--- src/pkg/srqp_pkg.sv ---
// Notes on behaviour
// - questionable word: only bit 5 frequency and bit 9 limit summary are driven
// - questionable bit 9 follows the limit summary, set while any enabled limit event bit is latched
// - questionable bit 15 always reads zero
// - limit word even bits 0,2,4,6: traces 1 to 4 below their limit line
// - limit word odd bits 1,3,5,7: traces 1 to 4 above limit; bits above 7 unused
// - questionable word readable as live condition and as latched event view
// - service request when status byte bits 2,3,4,5,7 set and enabled
// - status byte bits 2 to 5 each summarise a lower register, error queue or output buffer
// - enable parts gate which register bits reach their summary bit
// - opc enabled in both enables raises service request once settings finish
// - serial poll returns the same status byte as the status byte query
// - parallel poll: enable AND status byte incl bit 6, OR, XOR with sense, own line
// - up to eight devices answer one parallel poll, each on its own line
// - individual status query returns the ORed parallel poll bit
// - every register part query returns its bit pattern as one number
// - each error appends a queue entry unless the queue is full; each error query pops one
// - empty error queue answers code 0, no error
// - status preset clears enables, ptr filters to ones, ntr filters to zero
// - clear status clears event parts, status byte except MAV bit 4, event status, error queue
package srqp_pkg;

  // ***********************
  // bit positions
  // ***********************
  localparam int QUES_FREQ_BIT  = 5;
  localparam int QUES_LIMIT_BIT = 9;
  localparam int STB_ERRQ_BIT   = 2;
  localparam int STB_QUES_BIT   = 3;
  localparam int STB_MAV_BIT    = 4;
  localparam int STB_ESB_BIT    = 5;
  localparam int STB_MSS_BIT    = 6;
  localparam int ESR_OPC_BIT    = 0;
  localparam int NUM_TRACES     = 4;

  // ***********************
  // masks and reset values
  // ***********************
  localparam logic [7:0]  STB_SRQ_MASK   = 8'hbc;
  localparam logic [15:0] LIMIT_USED     = 16'h00ff;
  localparam logic [15:0] ENABLE_PRESET  = 16'h0000;
  localparam logic [15:0] PTR_PRESET     = 16'hffff;
  localparam logic [15:0] NTR_PRESET     = 16'h0000;
  localparam logic [7:0]  ESR_RESET      = 8'h80;
  localparam logic [7:0]  BYTE_RESET     = 8'h00;
  localparam logic [15:0] NO_ERROR_CODE  = 16'h0000;
  localparam int          ERRQ_DEPTH_DEF = 8;

  // ***********************
  // commands
  // ***********************
  typedef enum logic [4:0] {
    CMD_NOP,
    CMD_QUES_COND_RD,
    CMD_QUES_EVT_RD,
    CMD_QUES_EN_RD,
    CMD_QUES_EN_WR,
    CMD_QUES_PTR_WR,
    CMD_QUES_NTR_WR,
    CMD_LIM_COND_RD,
    CMD_LIM_EVT_RD,
    CMD_LIM_EN_RD,
    CMD_LIM_EN_WR,
    CMD_LIM_PTR_WR,
    CMD_LIM_NTR_WR,
    CMD_SRE_RD,
    CMD_SRE_WR,
    CMD_ESE_RD,
    CMD_ESE_WR,
    CMD_ESR_RD,
    CMD_STB_RD,
    CMD_PPE_RD,
    CMD_PPE_WR,
    CMD_PP_CFG_WR,
    CMD_IST_RD,
    CMD_ERR_RD,
    CMD_CLS,
    CMD_STAT_PRESET,
    CMD_OPC
  } srqp_cmd_op_t;

  typedef struct packed {
    srqp_cmd_op_t op;
    logic [15:0]  data;
  } srqp_cmd_t;

  // parallel poll configuration: data[4] enable, data[3] sense, data[2:0] line
  typedef struct packed {
    logic       enable;
    logic       sense;
    logic [2:0] line;
  } srqp_pp_cfg_t;

  typedef struct packed {
    logic                  freqQuestionable;
    logic [NUM_TRACES-1:0] traceBelow;
    logic [NUM_TRACES-1:0] traceAbove;
    logic                  messageAvailable;
    logic                  settingsDone;
    logic [7:1]            esrEvents;
  } srqp_status_in_t;

endpackage

--- src/srqp_status_core.sv ---
`timescale 1ns/10ps
module srqp_status_core #(
  parameter int ERRQ_DEPTH = srqp_pkg::ERRQ_DEPTH_DEF
) (
  input  wire logic                     core_clk,
  input  wire logic                     rst_n,
  input  wire logic                     clkEn,
  input  wire logic                     cmdValid,
  input  wire srqp_pkg::srqp_cmd_t      cmd,
  input  wire srqp_pkg::srqp_status_in_t statIn,
  input  wire logic                     errPush,
  input  wire logic [15:0]              errCode,
  input  wire logic                     serialPoll,
  input  wire logic                     parallelPoll,
  output logic                          respValid,
  output logic [15:0]                   respData,
  output logic                          srq,
  output logic                          spValid,
  output logic [7:0]                    spByte,
  output logic [7:0]                    ppDataOut,
  output logic [7:0]                    ppDataOe,
  output logic                          errQueueFull
);

  localparam int CNT_W = $clog2(ERRQ_DEPTH + 1);
  localparam int PTR_W = (ERRQ_DEPTH > 1) ? $clog2(ERRQ_DEPTH) : 1;

  // ***********************
  // state
  // ***********************
  typedef struct packed {
    logic [15:0]                 quesCond;
    logic [15:0]                 quesEvt;
    logic [15:0]                 quesEn;
    logic [15:0]                 quesPtr;
    logic [15:0]                 quesNtr;
    logic [15:0]                 limCond;
    logic [15:0]                 limEvt;
    logic [15:0]                 limEn;
    logic [15:0]                 limPtr;
    logic [15:0]                 limNtr;
    logic [7:0]                  sre;
    logic [7:0]                  ese;
    logic [7:0]                  esr;
    logic [7:0]                  ppe;
    srqp_pkg::srqp_pp_cfg_t      ppCfg;
    logic [7:0]                  stb;
    logic                        opcPending;
    logic [ERRQ_DEPTH-1:0][15:0] errMem;
    logic [PTR_W-1:0]            errRd;
    logic [PTR_W-1:0]            errWr;
    logic [CNT_W-1:0]            errCnt;
    logic                        errFull;
    logic                        respValid;
    logic [15:0]                 respData;
    logic                        srq;
    logic                        spValid;
    logic [7:0]                  spByte;
    logic [7:0]                  ppDataOut;
    logic [7:0]                  ppDataOe;
  } srqp_core_state_t;

  srqp_core_state_t state_r;
  srqp_core_state_t state_nxt;

  // ***********************
  // helpers
  // ***********************
  // read clears, but a transition in the same cycle still lands
  function automatic logic [15:0] evtUpdate(
    input logic [15:0] evt,
    input logic [15:0] condNew,
    input logic [15:0] condOld,
    input logic [15:0] ptr,
    input logic [15:0] ntr,
    input logic        clr
  );
    logic [15:0] hits;
    hits = (condNew & ~condOld & ptr) | (~condNew & condOld & ntr);
    return (clr ? 16'h0000 : evt) | hits;
  endfunction

  function automatic logic [PTR_W-1:0] ptrInc(input logic [PTR_W-1:0] p);
    if (p == PTR_W'(ERRQ_DEPTH - 1)) begin
      return '0;
    end
    return p + PTR_W'(1);
  endfunction

  // ***********************
  // next state
  // ***********************
  logic [15:0] quesCondNew;
  logic [15:0] limCondNew;
  logic        limSummary;
  logic        quesSummary;
  logic        esbSummary;
  logic [7:0]  stbLow;
  logic        mss;
  logic        ist;
  logic        errEmpty;
  logic        isCls;
  logic        isPreset;
  logic        doPush;
  logic        doPop;

  always_comb begin
    state_nxt = state_r;
    isCls     = cmdValid && (cmd.op == srqp_pkg::CMD_CLS);
    isPreset  = cmdValid && (cmd.op == srqp_pkg::CMD_STAT_PRESET);
    errEmpty  = (state_r.errCnt == '0);

    // limit condition from trace comparators
    limCondNew = 16'h0000;
    for (int t = 0; t < srqp_pkg::NUM_TRACES; t++) begin
      limCondNew[2*t]   = statIn.traceBelow[t];
      limCondNew[2*t+1] = statIn.traceAbove[t];
    end
    limCondNew = limCondNew & srqp_pkg::LIMIT_USED;
    limSummary = |(state_r.limEvt & state_r.limEn);

    // only two questionable bits exist here, bit 15 stays low
    quesCondNew = 16'h0000;
    quesCondNew[srqp_pkg::QUES_FREQ_BIT]  = statIn.freqQuestionable;
    quesCondNew[srqp_pkg::QUES_LIMIT_BIT] = limSummary;
    quesSummary = |(state_r.quesEvt & state_r.quesEn);

    state_nxt.limCond  = limCondNew;
    state_nxt.quesCond = quesCondNew;
    state_nxt.limEvt   = evtUpdate(state_r.limEvt, limCondNew, state_r.limCond,
                                   state_r.limPtr, state_r.limNtr,
                                   isCls || (cmdValid && cmd.op == srqp_pkg::CMD_LIM_EVT_RD));
    state_nxt.quesEvt  = evtUpdate(state_r.quesEvt, quesCondNew, state_r.quesCond,
                                   state_r.quesPtr, state_r.quesNtr,
                                   isCls || (cmdValid && cmd.op == srqp_pkg::CMD_QUES_EVT_RD));

    // event status register, opc waits for settings to finish
    if (isCls || (cmdValid && cmd.op == srqp_pkg::CMD_ESR_RD)) begin
      state_nxt.esr = srqp_pkg::BYTE_RESET;
    end
    if (cmdValid && cmd.op == srqp_pkg::CMD_OPC) begin
      state_nxt.opcPending = 1'b1;
    end else if (isCls) begin
      state_nxt.opcPending = 1'b0;
    end
    state_nxt.esr[7:1] = state_nxt.esr[7:1] | statIn.esrEvents;
    if (state_r.opcPending && statIn.settingsDone) begin
      state_nxt.esr[srqp_pkg::ESR_OPC_BIT] = 1'b1;
      state_nxt.opcPending = 1'b0;
    end
    esbSummary = |(state_r.esr & state_r.ese);

    // status byte summaries; bit 7 has no source here
    stbLow = srqp_pkg::BYTE_RESET;
    stbLow[srqp_pkg::STB_ERRQ_BIT] = !errEmpty;
    stbLow[srqp_pkg::STB_QUES_BIT] = quesSummary;
    stbLow[srqp_pkg::STB_MAV_BIT]  = statIn.messageAvailable;
    stbLow[srqp_pkg::STB_ESB_BIT]  = esbSummary;
    mss = |(stbLow & state_r.sre & srqp_pkg::STB_SRQ_MASK);
    stbLow[srqp_pkg::STB_MSS_BIT]  = mss;
    state_nxt.stb = stbLow;
    state_nxt.srq = mss;

    // parallel poll bit includes bit 6 of the status byte
    ist = |(state_r.ppe & state_r.stb);

    // error queue, full queue drops the newest entry
    doPop  = cmdValid && (cmd.op == srqp_pkg::CMD_ERR_RD) && !errEmpty;
    doPush = errPush && (state_r.errCnt != CNT_W'(ERRQ_DEPTH));
    if (doPush) begin
      state_nxt.errMem[state_r.errWr] = errCode;
      state_nxt.errWr = ptrInc(state_r.errWr);
    end
    if (doPop) begin
      state_nxt.errRd = ptrInc(state_r.errRd);
    end
    if (doPush && !doPop) begin
      state_nxt.errCnt = state_r.errCnt + CNT_W'(1);
    end else if (doPop && !doPush) begin
      state_nxt.errCnt = state_r.errCnt - CNT_W'(1);
    end
    if (isCls) begin
      state_nxt.errRd  = '0;
      state_nxt.errWr  = '0;
      state_nxt.errCnt = '0;
    end
    // full flag registered so the output comes straight from a flop
    state_nxt.errFull = (state_nxt.errCnt == CNT_W'(ERRQ_DEPTH));

    // register writes
    if (cmdValid) begin
      unique case (cmd.op)
        srqp_pkg::CMD_QUES_EN_WR:  state_nxt.quesEn  = cmd.data;
        srqp_pkg::CMD_QUES_PTR_WR: state_nxt.quesPtr = cmd.data;
        srqp_pkg::CMD_QUES_NTR_WR: state_nxt.quesNtr = cmd.data;
        srqp_pkg::CMD_LIM_EN_WR:   state_nxt.limEn   = cmd.data;
        srqp_pkg::CMD_LIM_PTR_WR:  state_nxt.limPtr  = cmd.data;
        srqp_pkg::CMD_LIM_NTR_WR:  state_nxt.limNtr  = cmd.data;
        srqp_pkg::CMD_SRE_WR:      state_nxt.sre     = cmd.data[7:0];
        srqp_pkg::CMD_ESE_WR:      state_nxt.ese     = cmd.data[7:0];
        srqp_pkg::CMD_PPE_WR:      state_nxt.ppe     = cmd.data[7:0];
        srqp_pkg::CMD_PP_CFG_WR:   state_nxt.ppCfg   = cmd.data[4:0];
        default: begin
        end
      endcase
    end
    if (isPreset) begin
      state_nxt.quesEn  = srqp_pkg::ENABLE_PRESET;
      state_nxt.limEn   = srqp_pkg::ENABLE_PRESET;
      state_nxt.quesPtr = srqp_pkg::PTR_PRESET;
      state_nxt.limPtr  = srqp_pkg::PTR_PRESET;
      state_nxt.quesNtr = srqp_pkg::NTR_PRESET;
      state_nxt.limNtr  = srqp_pkg::NTR_PRESET;
    end

    // query answers, one cycle after the command
    state_nxt.respValid = 1'b0;
    state_nxt.respData  = 16'h0000;
    if (cmdValid) begin
      unique case (cmd.op)
        srqp_pkg::CMD_QUES_COND_RD: state_nxt.respData = state_r.quesCond;
        srqp_pkg::CMD_QUES_EVT_RD:  state_nxt.respData = state_r.quesEvt;
        srqp_pkg::CMD_QUES_EN_RD:   state_nxt.respData = state_r.quesEn;
        srqp_pkg::CMD_LIM_COND_RD:  state_nxt.respData = state_r.limCond;
        srqp_pkg::CMD_LIM_EVT_RD:   state_nxt.respData = state_r.limEvt;
        srqp_pkg::CMD_LIM_EN_RD:    state_nxt.respData = state_r.limEn;
        srqp_pkg::CMD_SRE_RD:       state_nxt.respData = {8'h00, state_r.sre};
        srqp_pkg::CMD_ESE_RD:       state_nxt.respData = {8'h00, state_r.ese};
        srqp_pkg::CMD_ESR_RD:       state_nxt.respData = {8'h00, state_r.esr};
        srqp_pkg::CMD_STB_RD:       state_nxt.respData = {8'h00, state_r.stb};
        srqp_pkg::CMD_PPE_RD:       state_nxt.respData = {8'h00, state_r.ppe};
        srqp_pkg::CMD_IST_RD:       state_nxt.respData = {15'h0000, ist};
        srqp_pkg::CMD_ERR_RD: begin
          state_nxt.respData = errEmpty ? srqp_pkg::NO_ERROR_CODE
                                        : state_r.errMem[state_r.errRd];
        end
        default: begin
        end
      endcase
      unique case (cmd.op)
        srqp_pkg::CMD_QUES_COND_RD, srqp_pkg::CMD_QUES_EVT_RD, srqp_pkg::CMD_QUES_EN_RD,
        srqp_pkg::CMD_LIM_COND_RD, srqp_pkg::CMD_LIM_EVT_RD, srqp_pkg::CMD_LIM_EN_RD,
        srqp_pkg::CMD_SRE_RD, srqp_pkg::CMD_ESE_RD, srqp_pkg::CMD_ESR_RD,
        srqp_pkg::CMD_STB_RD, srqp_pkg::CMD_PPE_RD, srqp_pkg::CMD_IST_RD,
        srqp_pkg::CMD_ERR_RD: state_nxt.respValid = 1'b1;
        default: begin
        end
      endcase
    end

    // serial poll answer is the status byte query value
    state_nxt.spValid = serialPoll;
    state_nxt.spByte  = serialPoll ? state_r.stb : srqp_pkg::BYTE_RESET;

    // drive only the assigned line while the poll lasts
    state_nxt.ppDataOut = srqp_pkg::BYTE_RESET;
    state_nxt.ppDataOe  = srqp_pkg::BYTE_RESET;
    if (parallelPoll && state_r.ppCfg.enable) begin
      state_nxt.ppDataOe[state_r.ppCfg.line]  = 1'b1;
      state_nxt.ppDataOut[state_r.ppCfg.line] = ist ^ state_r.ppCfg.sense;
    end
  end

  // ***********************
  // registers
  // ***********************
  always_ff @(posedge core_clk or negedge rst_n) begin
    if (!rst_n) begin
      state_r         <= '0;
      state_r.quesPtr <= srqp_pkg::PTR_PRESET;
      state_r.limPtr  <= srqp_pkg::PTR_PRESET;
      state_r.esr     <= srqp_pkg::ESR_RESET;
    end else if (clkEn) begin
      state_r <= state_nxt;
    end
  end

  assign respValid    = state_r.respValid;
  assign respData     = state_r.respData;
  assign srq          = state_r.srq;
  assign spValid      = state_r.spValid;
  assign spByte       = state_r.spByte;
  assign ppDataOut    = state_r.ppDataOut;
  assign ppDataOe     = state_r.ppDataOe;
  assign errQueueFull = state_r.errFull;

endmodule

--- config.mk ---
export PLATFORM = sky130hd
export DESIGN_NAME = srqp_status_core
export DESIGN_NICKNAME = d
export VERILOG_FILES = /design/src/pkg/srqp_pkg.sv /design/src/srqp_status_core.sv
export SDC_FILE = /design/constraint.sdc
export NUM_CORES = 1
export LEC_CHECK = 0
export BUFFER_PORTS_ARGS = -buffer_cell sky130_fd_sc_hd__clkbuf_2
export CAP_MARGIN = 40
export CORE_MARGIN = 2
export CORE_UTILIZATION = 30
export CTS_BUF_LIST = sky130_fd_sc_hd__clkbuf_8
export DETAILED_ROUTE_END_ITERATION = 10
export GPL_ROUTABILITY_DRIVEN = 0
export GPL_TIMING_DRIVEN = 0
export PLACE_DENSITY_LB_ADDON = 0.1
export REMOVE_ABC_BUFFERS = 1
export SYNTH_ARGS = -nofsm -noshare
export SYNTH_HDL_FRONTEND = slang
export SYNTH_SLANG_ARGS = --single-unit
--- constraint.sdc ---
create_clock -name core_clk -period 2.3 [get_ports core_clk]
set_clock_uncertainty 0.2 [all_clocks]
set_input_delay 0.115 -clock core_clk [delete_from_list [all_inputs] [get_ports core_clk]]
set_output_delay 0.115 -clock core_clk [all_outputs]
set_load 0.03 [all_outputs]
==> impl_metrics.yaml <==
worst_setup_path:
  path_delay_family: "simple AND/OR/NAND/NOR gates"
  path_buf_inv: 3
  worst_setup_path_end_kind: "register"
  critPathArrivalTime_ns: 2.60
  slowest_delay_ns: 0.37
  worstPathMaxFanout: 7
  worstPathCellList: "inv_2 > ha_4 > nor2b_4 > a21oi_4 > nand3b_4 > nor3b_4 > buf_6 > buf_12 > mux2_4"
  crit_required_ns: 2.63
  ff2ff_path_depth: 9
  critPathKind: "reg2reg"
  r2r_setup_slack_ns: 0.03
  r2r-end: "state_r[90]$_DFFE_PN0P_"
  critPathLaunchType: "register"
  worstReg2RegStart: "state_r[44]$_DFFE_PN0P_"
  slowest_stage: "dfrtp_1"
timing:
  rsz0062_at_grt: "yes"
  period_share: 0.989
  max_freq_mhz: 440
  setup_violations: 0
  hold_viol: 0
  postLayoutSetupSlackWorst_ns: 0.0262
  max_slew_margin: 0.439
  fin_crit_ns: 2.27
  worst_slew_pin_slew_ns: 0.837
  finalMaxSlewViolations: 0
  fin_setup_tns_ns: 0
power:
  power_density_nw_per_um2: 953
  power.internal_mw: 11.8
  ir_drop_v: 0.000433
  p_sw_frac: 0.302
  p_switching_mw: 5.09
  finalPower_mw: 16.9
  p_comb_frac: 0.268
  clock_power_share: 0.277
  seq_power_share: 0.454
  leakage_nw: 7.87
place:
  portBuffers: 102
  numPlacedInstances: 1711
  place_hpwl_um: 27600
  pre_cts_ws_ns: -0.688
run:
  drv_cap: 0
clocking:
  cts_buffer_depth: 3
  cts_tree: "yes"
  clk-insertion-delay-late_ns: 0.65
  clock-sinks: 293
  path_clk_slew_ns: 0.06
  ctsHtreeMaxLevel: 2
  cts_root_buf: "clkbuf_8"
  cts_made_buffers: 54
die:
  rows: 78
  initial_core_util: 0.304
  die_w_um: 219
  core_sq_um: 45500
  pin_count: 106
  die_area_sq_um: 47800
  die_h_um: 219
layout:
  nets: 1358
  layout_common_cells: "dfrtp_1 (279), mux2_2 (100), clkbuf_2 (100)"
  final_util: 0.389
  fin_cells: 1931
  area_growth_pct: 28.0
  drive_above_1_share: 0.353
  n_antenna_cell: 0
  final_common_cell: "dfrtp_1"
synth:
  synth_simple_gate_area_frac: 0.0883
  syn_inst: 1077
  async_flop_share: 1.00
  ys_warn_count: 0
  synth_cell_type_count: 69
  ys_seq_area_frac: 0.531
  muxShareOfSynthArea: 0.208
  yosys-top-cells-area: "dfrtp_1 (51%), mux2_2 (12%), mux4_2 (5.2%), mux2_1 (3.3%), buf_4 (2.7%)"
  synth_edf_count: 0
  synth_compound_area_frac: 0.119
  ys.flop_type: "dfrtp_1"
  ys_ff_latch: 293
  post_synth_xor_area_fraction: 0.00127
  synth_top_area_frac: 0.510
  synthAdderAreaFrac: 0.00543
  synth_top_area_cell: "dfrtp_1"
  post_synth.cell_area_avg_sq_um: 12.8
  synth_top_family_by_area: "multiplexers"
  synth_area_sq_um: 13800
hold_path:
  holdPathStages: 5
  hp-start: "clkEn"
  hp-class: "in2reg"
  whs_endpoint: "srq$_DFFE_PN0P_"
routing:
  route.detailed.drc: 0
  wire_per_inst_um: 22.5
  final_antenna_net_count: 0
  wirelength_um: 43400
  drtIter0Drc: 593
  vias_per_cell: 5.05
  firstDrtPassIters: 5
  vias: 9750
grt:
  top_usage_layer: "met2"
  grt_use_met1: 0.243
  grt_pass1_wl_um: 64900
  grt_use_total: 0.183
  grt_use_met2: 0.299
  antenna_found_initial: 0
  grt_start_max_net_pins: 92
  grtUsageMet3: 0.0337
  grt_pass1_vias: 10100
  grt_overflow: 0
run_status:
  status: "completed"
-- worst max path at each step --
| stage | from | to | cells past startpoint |
|---|---|---|---|
| 2_1_floorplan | state_r[51]$_DFFE_PN0P_ | respData[7]$_DFFE_PN0P_ | 5 |
| 6_report | state_r[44]$_DFFE_PN0P_ | state_r[90]$_DFFE_PN0P_ | 9 |
| 5_1_grt | state_r[45]$_DFFE_PN0P_ | state_r[91]$_DFFE_PN0P_ | 9 |
| 4_1_cts | state_r[51]$_DFFE_PN0P_ | respData[10]$_DFFE_PN0P_ | 5 |
| 3_5_place_dp | state_r[44]$_DFFE_PN0P_ | state_r[88]$_DFFE_PN0P_ | 8 |
| 3_3_place_gp | rst_n | state_r[101]$_DFFE_PN0P_ | 1 |
-- flip-flops by register name, indices dropped and copies added (netlist names) --
signal,count
errQueueFull,1
ppDataOut,8
spByte,5
respData,16
ppDataOe,8
srq,1
respValid,1
state_r,252
spValid,1
-- cell type report --
type                    count  area, sq um
inverters                  16         60.1
flip-flops and latches    293         7350
clock inverters            37          165
repair buffers            251         2370
fillers                  4428        27800
well taps                 600          751
multi-input cells         674         6170
clock buffers              60          826
-- cell usage after synthesis, drive strengths merged, types with 2 or more instances --
library cell  count
dfrtp           282
mux2            182
nand2            79
buf              77
o21ai            53
nor2             45
a22o             41
mux4             32
a21oi            29
o2bb2ai          29
a22oi            23
clkbuf           19
inv              16
nand3            15
nand3b           15
a222oi           12
dfstp            11
nand2b           11
mux2i            10
nor2b            10
nor3             10
nor4              9
a221oi            8
ha                6
nand4             6
a31oi             5
and3              3
and4              3
nor3b             3
o211ai            3
a211o             2
a32o              2
o22a              2
o22ai             2
or4               2
-- routing by layer --
layer,wire (um),up-vias,share of wire
met2,21000,249,0.48
met1,19400,4980,0.45
li1,-,4438,-
met5,0,-,0
met3,1990,83,0.046
met4,994,0,0.023
-- power by group through the flow --
stage	Sequential, mW	Combinational [mW]	Clock [mW]
after detailed placement	7.73	3.58	0
final	7.66	4.53	4.68
after CTS	7.61	4.04	4.89
after global placement	7.78	3.37	0
after global routing	7.85	4.91	5.15
after floorplan	7.48	2.50	0
-- worst min-delay path: stages --
cell and delay [ns]:
clkbuf_4 0.14, buf_16 0.17, buf_12 0.20, nor2_1 0.12, nor2_1 0.05
-- stage by stage --
| step | hold WS (ns) | instance area (sq um) |
|---|---|---|
| after CTS | 0.00355 | 17300 |
| after floorplan | -0.381 | 13200 |
| after global routing | 0.0324 | 17700 |
| after detailed placement | -0.114 | 15000 |
| after global placement | 0.152 | 14500 |
| final | 0.0302 | 17700 |
-- cells by family after synthesis --
logic type               Yosys count
adder cells (fa/ha/maj)            6
buffers and inverters            112
other                              1
XOR/XNOR                           2
AND/OR/NAND/NOR                  217
flip-flops                       293
AO/OA/AOI/OAI                    222
multiplexers                     224
-- timing repair --
action	in CTS	in global routing
endpoints found under the hold margin	471	0
setup buffers	21	10
endpoints found under the setup margin	158	113
cloned	2	2
pin swaps	6	9
hold buffers	88	0
resized for setup	22	67
Note: power is estimated with default switching activity, not from simulation.
